**config.mk**
```make
export PLATFORM = sky130hd
export DESIGN_NAME = io_expander_alert
export DESIGN_NICKNAME = d
export VERILOG_FILES = /design/src/hw/io_alert_pkg.sv /design/src/hw/pin_sync.sv /design/src/hw/change_alert.sv /design/src/hw/io_expander_alert.sv
export SDC_FILE = /design/constraint.sdc
export NUM_CORES = 1
export LEC_CHECK = 0
export BUFFER_PORTS_ARGS = -buffer_cell sky130_fd_sc_hd__buf_2
export CAP_MARGIN = 40
export CORE_ASPECT_RATIO = 0.75
export CORE_MARGIN = 4
export CORE_UTILIZATION = 52
export DETAILED_ROUTE_END_ITERATION = 16
export PLACE_DENSITY = 0.8
export SYNTH_ARGS = -nofsm -noshare
export SYNTH_HDL_FRONTEND = slang
export SYNTH_SLANG_ARGS = --single-unit
```
**constraint.sdc**
```tcl
create_clock -name mclk_i -period 2.11 [get_ports mclk_i]
set_input_delay 0.211 -clock mclk_i [delete_from_list [all_inputs] [get_ports mclk_i]]
set_output_delay 0.211 -clock mclk_i [all_outputs]
set_load 0.01 [all_outputs]
```
**src/hw/io_alert_pkg.sv**
```systemverilog
package io_alert_pkg;

    localparam int          PORT_W         = 8;
    localparam int          IDX_W          = 4;
    localparam int          ADDR_LSB       = 2;

    // register indices; byte address is four times the index
    localparam logic [3:0]  IDX_INPUT      = 4'h0;
    localparam logic [3:0]  IDX_OUTPUT     = 4'h1;
    localparam logic [3:0]  IDX_POLARITY   = 4'h2;
    localparam logic [3:0]  IDX_CONFIG     = 4'h3;
    localparam logic [3:0]  IDX_IRQ_STATUS = 4'h4;
    localparam logic [3:0]  IDX_IRQ_MASK   = 4'h5;
    localparam logic [3:0]  IDX_STATE      = 4'h6;

    localparam logic [7:0]  OUTPUT_RST     = 8'hff;
    localparam logic [7:0]  POLARITY_RST   = 8'h00;
    localparam logic [7:0]  CONFIG_RST     = 8'hff;
    localparam logic [7:0]  REF_RST        = 8'hff;

    localparam int          IRQ_W          = 2;
    localparam int          IRQ_CHANGE_BIT = 0;
    localparam int          IRQ_RETURN_BIT = 1;
    localparam logic [1:0]  IRQ_STATUS_RST = 2'h0;
    localparam logic [1:0]  IRQ_MASK_RST   = 2'h0;

    localparam int          STATE_ALERT_BIT = 0;
    localparam int          STATE_LINE_BIT  = 1;
    localparam int          STATE_REF_LSB   = 8;

    localparam int          INIT_CYCLES    = 4;
    localparam logic [2:0]  HSIZE_WORD     = 3'h2;
    localparam logic        HRESP_OKAY     = 1'h0;

    typedef enum logic [0:0] {
        ST_INIT = 1'b0,
        ST_RUN  = 1'b1
    } phase_type;

    typedef struct packed {
        logic [7:0] outp;
        logic [7:0] pol;
        logic [7:0] cfg;
    } port_regs_type;

    typedef struct packed {
        logic       valid;
        logic       write;
        logic [3:0] idx;
    } bus_req_type;

    function automatic logic [7:0] changed_bits(input logic [7:0] pins,
                                                input logic [7:0] refv,
                                                input logic [7:0] cfg);
        return (pins ^ refv) & cfg;
    endfunction : changed_bits

endpackage : io_alert_pkg

```
**src/hw/pin_sync.sv**
```systemverilog
`timescale 1ns/1ps
module pin_sync #(
    parameter int             W       = 9,
    parameter logic [W-1:0]   RST_VAL = '1
) (
    input  wire logic         mclk_i,   // core clock
    input  wire logic         rst_n_i,  // async reset, active low
    input  wire logic [W-1:0] din_i,    // asynchronous pin levels
    output logic      [W-1:0] dout_o    // filtered synchronous levels
);

    initial begin
        if (W < 1) $error("pin_sync: width must be positive");
    end

    logic [W-1:0] s1_q, s1_d;
    logic [W-1:0] s2_q, s2_d;
    logic [W-1:0] s3_q, s3_d;
    logic [W-1:0] stable_q, stable_d;

    // a level is accepted only when the second and third stages agree
    always_comb begin
        s1_d = din_i;
        s2_d = s1_q;
        s3_d = s2_q;
        for (int i = 0; i < W; i++) begin
            stable_d[i] = (s2_q[i] == s3_q[i]) ? s3_q[i] : stable_q[i];
        end
    end

    always_ff @(posedge mclk_i or negedge rst_n_i) begin
        if (!rst_n_i) begin
            s1_q     <= RST_VAL;
            s2_q     <= RST_VAL;
            s3_q     <= RST_VAL;
            stable_q <= RST_VAL;
        end else begin
            s1_q     <= s1_d;
            s2_q     <= s2_d;
            s3_q     <= s3_d;
            stable_q <= stable_d;
        end
    end

    assign dout_o = stable_q;

endmodule : pin_sync

```
**src/hw/change_alert.sv**
```systemverilog
`timescale 1ns/1ps
module change_alert (
    input  wire logic       mclk_i,    // core clock
    input  wire logic       rst_n_i,   // async reset, active low
    input  wire logic       run_i,     // detection enabled after init
    input  wire logic [7:0] pins_i,    // synchronised pin levels
    input  wire logic [7:0] cfg_i,     // direction, 1 = input
    input  wire logic       snap_i,    // input register read accepted
    output logic            alert_o,   // alert level, registered
    output logic [7:0]      ref_o,     // reference snapshot
    output logic            rise_o,    // pulse: alert asserts
    output logic            return_o   // pulse: released by pin return
);

    logic [7:0] ref_q, ref_d;
    logic       alert_q, alert_d;

    always_comb begin
        ref_d   = snap_i ? pins_i : ref_q;
        // output pins are masked, and a pin turned to input is compared at once
        alert_d = run_i & (|io_alert_pkg::changed_bits(pins_i, ref_d, cfg_i));
    end

    always_ff @(posedge mclk_i or negedge rst_n_i) begin
        if (!rst_n_i) begin
            ref_q   <= io_alert_pkg::REF_RST;
            alert_q <= 1'b0;
        end else begin
            ref_q   <= ref_d;
            alert_q <= alert_d;
        end
    end

    assign alert_o  = alert_q;
    assign ref_o    = ref_q;
    assign rise_o   = alert_d & ~alert_q;
    assign return_o = alert_q & ~alert_d & ~snap_i;

endmodule : change_alert

```
**src/hw/io_expander_alert.sv**
```systemverilog
// Decided for this implementation: the register addresses and the AHB-Lite slave port.
`timescale 1ns/1ps
module io_expander_alert #(
    parameter int INIT_CYCLES = io_alert_pkg::INIT_CYCLES
) (
    input  wire logic        mclk_i,        // core clock, 250 MHz
    input  wire logic        rst_n_i,       // async power-on reset, active low
    input  wire logic        hsel_i,        // AHB slave select
    input  wire logic [31:0] haddr_i,       // AHB address
    input  wire logic [1:0]  htrans_i,      // AHB transfer type
    input  wire logic        hwrite_i,      // AHB write
    input  wire logic [2:0]  hsize_i,       // AHB size
    input  wire logic [31:0] hwdata_i,      // AHB write data
    input  wire logic        hready_i,      // AHB bus ready
    output logic      [31:0] hrdata_o,      // AHB read data, registered
    output logic             hreadyout_o,   // AHB slave ready
    output logic             hresp_o,       // AHB response, always OKAY
    input  wire logic [7:0]  io_i,          // port pin levels
    output logic      [7:0]  io_o,          // port drive values, registered
    output logic      [7:0]  io_oe_o,       // port drive enables, registered
    input  wire logic        alert_line_i,  // level seen on the alert wire
    output logic             alert_o,       // alert drive value, always low
    output logic             alert_oe_o,    // alert pull-down enable
    output logic             irq_o          // level interrupt, active high
);

    initial begin
        if (INIT_CYCLES < 3) $error("io_expander_alert: INIT_CYCLES below sync depth");
        if (INIT_CYCLES > 255) $error("io_expander_alert: INIT_CYCLES too large");
    end

    // init sequencer
    io_alert_pkg::phase_type phase_q, phase_d;
    logic [7:0]              init_cnt_q, init_cnt_d;
    logic                    run;

    always_comb begin
        phase_d    = phase_q;
        init_cnt_d = init_cnt_q;
        unique case (phase_q)
            io_alert_pkg::ST_INIT: begin
                // lets the pin filters settle before anything is compared
                if (init_cnt_q == 8'(INIT_CYCLES - 1)) begin
                    phase_d = io_alert_pkg::ST_RUN;
                end else begin
                    init_cnt_d = init_cnt_q + 8'h01;
                end
            end
            io_alert_pkg::ST_RUN: begin
                phase_d = io_alert_pkg::ST_RUN;
            end
        endcase
    end

    always_ff @(posedge mclk_i or negedge rst_n_i) begin
        if (!rst_n_i) begin
            phase_q    <= io_alert_pkg::ST_INIT;
            init_cnt_q <= 8'h00;
        end else begin
            phase_q    <= phase_d;
            init_cnt_q <= init_cnt_d;
        end
    end

    assign run = (phase_q == io_alert_pkg::ST_RUN);

    // pin synchronisers, alert wire shares the same filter
    logic [8:0] sync_out;
    logic [7:0] pins;
    logic       line_low;

    pin_sync #(
        .W       (9),
        .RST_VAL (9'h1ff)
    ) u_sync (
        .mclk_i  (mclk_i),
        .rst_n_i (rst_n_i),
        .din_i   ({alert_line_i, io_i}),
        .dout_o  (sync_out)
    );

    assign pins     = sync_out[7:0];
    assign line_low = ~sync_out[8];

    // AHB address phase capture
    io_alert_pkg::bus_req_type req_q, req_d;
    logic                      accept;
    logic                      rd_accept;
    logic [3:0]                acc_idx;
    logic                      addr_hi_zero;

    assign addr_hi_zero = (haddr_i[31:6] == 26'h0) && (haddr_i[1:0] == 2'h0);
    assign acc_idx      = haddr_i[io_alert_pkg::ADDR_LSB +: io_alert_pkg::IDX_W];
    // no access is taken until init is done
    assign accept       = run & hsel_i & htrans_i[1] & hready_i;
    assign rd_accept    = accept & ~hwrite_i;

    always_comb begin
        req_d       = req_q;
        req_d.valid = 1'b0;
        if (accept) begin
            // a misaligned access or a sub-word write is completed but not acted on; a sub-word read of the input register still takes the snapshot
            req_d.valid = addr_hi_zero & (hsize_i == io_alert_pkg::HSIZE_WORD);
            req_d.write = hwrite_i;
            req_d.idx   = acc_idx;
        end
    end

    always_ff @(posedge mclk_i or negedge rst_n_i) begin
        if (!rst_n_i) begin
            req_q <= '0;
        end else begin
            req_q <= req_d;
        end
    end

    logic wr_en;
    assign wr_en = req_q.valid & req_q.write;

    // port registers
    io_alert_pkg::port_regs_type regs_q, regs_d;

    always_comb begin
        regs_d = regs_q;
        if (wr_en) begin
            unique case (req_q.idx)
                io_alert_pkg::IDX_OUTPUT:   regs_d.outp = hwdata_i[7:0];
                io_alert_pkg::IDX_POLARITY: regs_d.pol  = hwdata_i[7:0];
                io_alert_pkg::IDX_CONFIG:   regs_d.cfg  = hwdata_i[7:0];
                default:                    regs_d      = regs_q;
            endcase
        end
    end

    always_ff @(posedge mclk_i or negedge rst_n_i) begin
        if (!rst_n_i) begin
            regs_q.outp <= io_alert_pkg::OUTPUT_RST;
            regs_q.pol  <= io_alert_pkg::POLARITY_RST;
            regs_q.cfg  <= io_alert_pkg::CONFIG_RST;
        end else begin
            regs_q <= regs_d;
        end
    end

    // pin drivers
    logic [7:0] io_q, io_d;
    logic [7:0] oe_q, oe_d;

    always_comb begin
        io_d = regs_q.outp;
        oe_d = run ? ~regs_q.cfg : 8'h00;
    end

    always_ff @(posedge mclk_i or negedge rst_n_i) begin
        if (!rst_n_i) begin
            io_q <= io_alert_pkg::OUTPUT_RST;
            oe_q <= 8'h00;
        end else begin
            io_q <= io_d;
            oe_q <= oe_d;
        end
    end

    assign io_o    = io_q;
    assign io_oe_o = oe_q;

    // change detection
    logic       alert;
    logic [7:0] ref_bits;
    logic       ev_rise;
    logic       ev_return;
    logic       snap;

    assign snap = rd_accept & addr_hi_zero & (acc_idx == io_alert_pkg::IDX_INPUT);

    change_alert u_change (
        .mclk_i   (mclk_i),
        .rst_n_i  (rst_n_i),
        .run_i    (run),
        .pins_i   (pins),
        .cfg_i    (regs_q.cfg),
        .snap_i   (snap),
        .alert_o  (alert),
        .ref_o    (ref_bits),
        .rise_o   (ev_rise),
        .return_o (ev_return)
    );

    // open drain: the value is always low, only the enable moves
    assign alert_o    = 1'b0;
    assign alert_oe_o = alert;

    // interrupt status and mask
    logic [1:0] sts_q, sts_d;
    logic [1:0] mask_q, mask_d;
    logic [1:0] sts_set;
    logic [1:0] sts_clr;

    always_comb begin
        sts_set                              = 2'h0;
        sts_set[io_alert_pkg::IRQ_CHANGE_BIT] = ev_rise;
        sts_set[io_alert_pkg::IRQ_RETURN_BIT] = ev_return;
        sts_clr = 2'h0;
        mask_d  = mask_q;
        if (wr_en && req_q.idx == io_alert_pkg::IDX_IRQ_STATUS) begin
            sts_clr = hwdata_i[1:0];
        end
        if (wr_en && req_q.idx == io_alert_pkg::IDX_IRQ_MASK) begin
            mask_d = hwdata_i[1:0];
        end
        // an event in the clearing cycle survives the clear
        sts_d = (sts_q & ~sts_clr) | sts_set;
    end

    always_ff @(posedge mclk_i or negedge rst_n_i) begin
        if (!rst_n_i) begin
            sts_q  <= io_alert_pkg::IRQ_STATUS_RST;
            mask_q <= io_alert_pkg::IRQ_MASK_RST;
        end else begin
            sts_q  <= sts_d;
            mask_q <= mask_d;
        end
    end

    assign irq_o = |(sts_q & mask_q);

    // read data, loaded at the address phase so it is stable in the data phase
    logic [31:0] rdata_q, rdata_d;
    logic [31:0] state_word;

    always_comb begin
        state_word = 32'h0;
        state_word[io_alert_pkg::STATE_ALERT_BIT] = alert;
        state_word[io_alert_pkg::STATE_LINE_BIT]  = line_low;
        state_word[io_alert_pkg::STATE_REF_LSB +: 8] = ref_bits;
        rdata_d = 32'h0;
        // a sub-word read answers zero, as a sub-word write is dropped
        if (rd_accept && addr_hi_zero && hsize_i == io_alert_pkg::HSIZE_WORD) begin
            unique case (acc_idx)
                io_alert_pkg::IDX_INPUT:      rdata_d = {24'h0, pins ^ regs_q.pol};
                io_alert_pkg::IDX_OUTPUT:     rdata_d = {24'h0, regs_q.outp};
                io_alert_pkg::IDX_POLARITY:   rdata_d = {24'h0, regs_q.pol};
                io_alert_pkg::IDX_CONFIG:     rdata_d = {24'h0, regs_q.cfg};
                io_alert_pkg::IDX_IRQ_STATUS: rdata_d = {30'h0, sts_q};
                io_alert_pkg::IDX_IRQ_MASK:   rdata_d = {30'h0, mask_q};
                io_alert_pkg::IDX_STATE:      rdata_d = state_word;
                default:                      rdata_d = 32'h0;
            endcase
        end
    end

    always_ff @(posedge mclk_i or negedge rst_n_i) begin
        if (!rst_n_i) begin
            rdata_q <= 32'h0;
        end else begin
            rdata_q <= rdata_d;
        end
    end

    assign hrdata_o    = rdata_q;
    // stalls the bus until init completes, then answers with no wait states
    assign hreadyout_o = run;
    assign hresp_o     = io_alert_pkg::HRESP_OKAY;

endmodule : io_expander_alert

```
==> metrics.txt <==
status finished clean; Crit. End Element flip-flop; Int Pwr 4.481 mW; endpoints failing hold 0; Layout Nets 547; Slew @ Worst Pin 0.5407 ns; Layout Area Growth over Synthesis 27.56%; vias in the first global route 3,279; Leakage 2.739 nW; post-DP HPWL 6.840 mm; reg2reg setup slack 0.17 ns; initial drt markers 153; sequential fraction of the synthesis area 0.6386; leading post-synthesis cells by cell area dfstp_2, dfrtp_1, mux2_2; Worst Setup EP hrdata_o[7]$_DFF_PN0_; sequential share of power 0.436; DIE HEIGHT 91.52 µm; Post-Syn Area 0.004836 mm²; fin area 0.006168 mm²; count leader, synth dfstp_2; Post-synth EDFFs 0; CP Class flip-flop to flip-flop; # setup viols final 0; Power Total 5.750 mW; Via Count 3,124; share of the synthesized area in the top cell type 0.3695; synth unique cells 48; 1st-pass router iterations 4; start point of the critical path hreadyout_o$_DFF_PN0_; clk root buf clkbuf_16; RSZ-0062 raised after global routing false; core area 0.009046 mm²; CTS Buf Count 17; clock transition at the registers of the reported paths 0.05 ns; FF/Latch Area 0.003088 mm²; WL/cell 17.15 µm; Die Span X 119.4 µm; Multi-input gate area 0.001634 mm²; startpoint types flip-flop; top cell type by total area after synthesis dfstp_2; I/O pins 136; worst-path maximum fanout 6; GPL Wtd Cong 0.8611; P per Cell Area 932.2 mW/mm²; switching power 1.269 mW; total gr overflow 0; die area 0.01092 mm²; min Tclk post-route 1.935 ns; Yosys reg bits 120; Max Cap Viol 0; gr usage total 0.2029; WP data required 2.38 ns; Cell Rows 30; initial antenna violation count 0; clk_lat worst skew 0.41 ns; clock share of power 0.511; Worst EP arrival 2.20 ns; Slew headroom 0.6395; Clock Path Buffers 2; CTS Sinks 120; ys async rst share 1.000; ANT cells 0; share of cells above drive strength 1 0.5462; pre-CTS WS -0.2074 ns; largest net degree at the start of global routing 42; CTS H-Tree Depth 4; DP Area 0.005423 mm²; switch share 0.2207; Vias/cell 5.172; post-synthesis area per instance 14.02 µm²; main flop type after synthesis dfstp_2; Yosys warnings 0; type of the worst min-delay path input pin to flip-flop; clock skew 0.007524 ns; post-CTS setup buffers 0; maximum VDD drop 0.5558 mV; Residual DRC 0; WL final 10.36 mm; post-route ant nets 0; Synth Instances 345; fillers 619; RR Startpoint hreadyout_o$_DFF_PN0_; reg-to-reg endpoint hrdata_o[7]$_DFF_PN0_; Starting Density 0.5346; Max Transition Viols Final 0; post-route core utilization 0.6819; Comb power frac 0.053; Port Buffer Count 92; fmax 516.7 MHz; CTS tree done; cells on worst reg2reg path 5; final worst slack 0.1745 ns; first-pass GRT wire length 16.89 mm; Post-synth top cells dfstp_2, dfrtp_1, mux2_2; crit share post-route 0.9173
## stage by stage
stage,hold slack [ns],cells,TNS [ns]
final,0.07042,604,0
after global routing,0.05467,604,0
after CTS,0.05532,604,0
after detailed placement,0.2331,562,-0.5274
after global placement,0.2236,562,-0.08894
after floorplan,-0.08459,362,0
## layout make-up
cell class | count | share of cell area
clock buffer | 18 | 0.07120
timing repair buffer | 112 | 0.1075
inverter | 3 | 0.001826
sequential | 120 | 0.5006
clock inverter | 14 | 0.02799
tap | 128 | 0.02596
multi-input combinational | 209 | 0.2649
## cells in the final DEF, fill, tap and decap left out, drive strengths merged, types with 5 or more instances in the layout
cell	synthesis	routed
buf	22	102
dlygate4sd3	0	10
clkbuf	8	18
mux2i	6	6
and3	10	10
xnor2	7	7
nor3	10	10
xor2	9	9
dfstp	68	68
inv	3	6
nand2	18	18
nor2	12	12
nand4	5	5
clkinv	0	6
nor2b	9	9
mux2	46	46
nor4	9	9
a2111oi	5	5
conb	1	18
dfrtp	52	52
maj3	9	9
## logic make-up after synthesis
kind of cell | count (synthesis) | share of synthesized area
AO/OA/AOI/OAI | 23 | 0.03467
XOR/XNOR | 16 | 0.02898
adder cells (fa/ha/maj) | 10 | 0.02122
buffers and inverters | 33 | 0.04373
flip-flops | 120 | 0.6386
multiplexers | 53 | 0.1242
other | 1 | 0.0007755
AND/OR/NAND/NOR | 89 | 0.1079
## sequential cells by signal, summed over array words and instances, names as in the netlist, 6 cells and up
register and count:
hrdata_o 16, init_cnt_q 8, io_d 8, io_o 8
io_oe_o 8, regs_q 16, req_q 6, u_change.ref_o 8
u_sync.dout_o 9, u_sync.s1_q 9, u_sync.s2_q 9, u_sync.s3_q 9
## worst min-delay path by stage
stage	startpoint	to	slack, ns	cells past startpoint
floorplan	rst_n_i	hrdata_o[0]$_DFF_PN0_	-0.08	0
global placement	rst_n_i	init_cnt_q[6]$_DFFE_PN0P_	0.22	1
detailed placement	rst_n_i	init_cnt_q[7]$_DFFE_PN0P_	0.23	1
CTS	hwdata_i[5]	regs_q[5]$_DFFE_PN1P_	0.06	2
global route	hwdata_i[2]	io_d[2]$_DFFE_PN1P_	0.05	2
finish	hwdata_i[5]	regs_q[5]$_DFFE_PN1P_	0.07	2
## power by group through the flow
stage                     Clock [mW]  Sequential, mW  Combinational [mW]
after detailed placement           0            2.54               0.288
after global placement             0            2.54               0.276
after global routing            3.12            2.52               0.343
after CTS                       2.99            2.51               0.308
after floorplan                    0            2.52               0.166
final                           2.94            2.51               0.307
## what timing repair did
| item | in CTS | in global routing |
|---|---|---|
| setup endpoints to repair | 5 | 4 |
| hold buffers | 10 | 0 |
| gates resized for setup | 4 | 6 |
| endpoints found under the hold margin | 32 | 0 |
## per-layer routing
layer,global-route usage,up-vias,part of all wire
li1,-,1429,-
met1,0.2580,1540,0.43
met2,0.3159,142,0.48
met3,0.08717,13,0.089
met4,0.06292,0,0.0090
met5,0,-,0
## worst max-delay path, cell delays in order (launching register included)
cell,delay (ns)
dfrtp_1,0.39
nand4_4,0.17
nand4b_1,0.29
nor4_4,0.35
nand2_2,0.21
a2111oi_1,0.38
(Power assumes the default switching activity.)
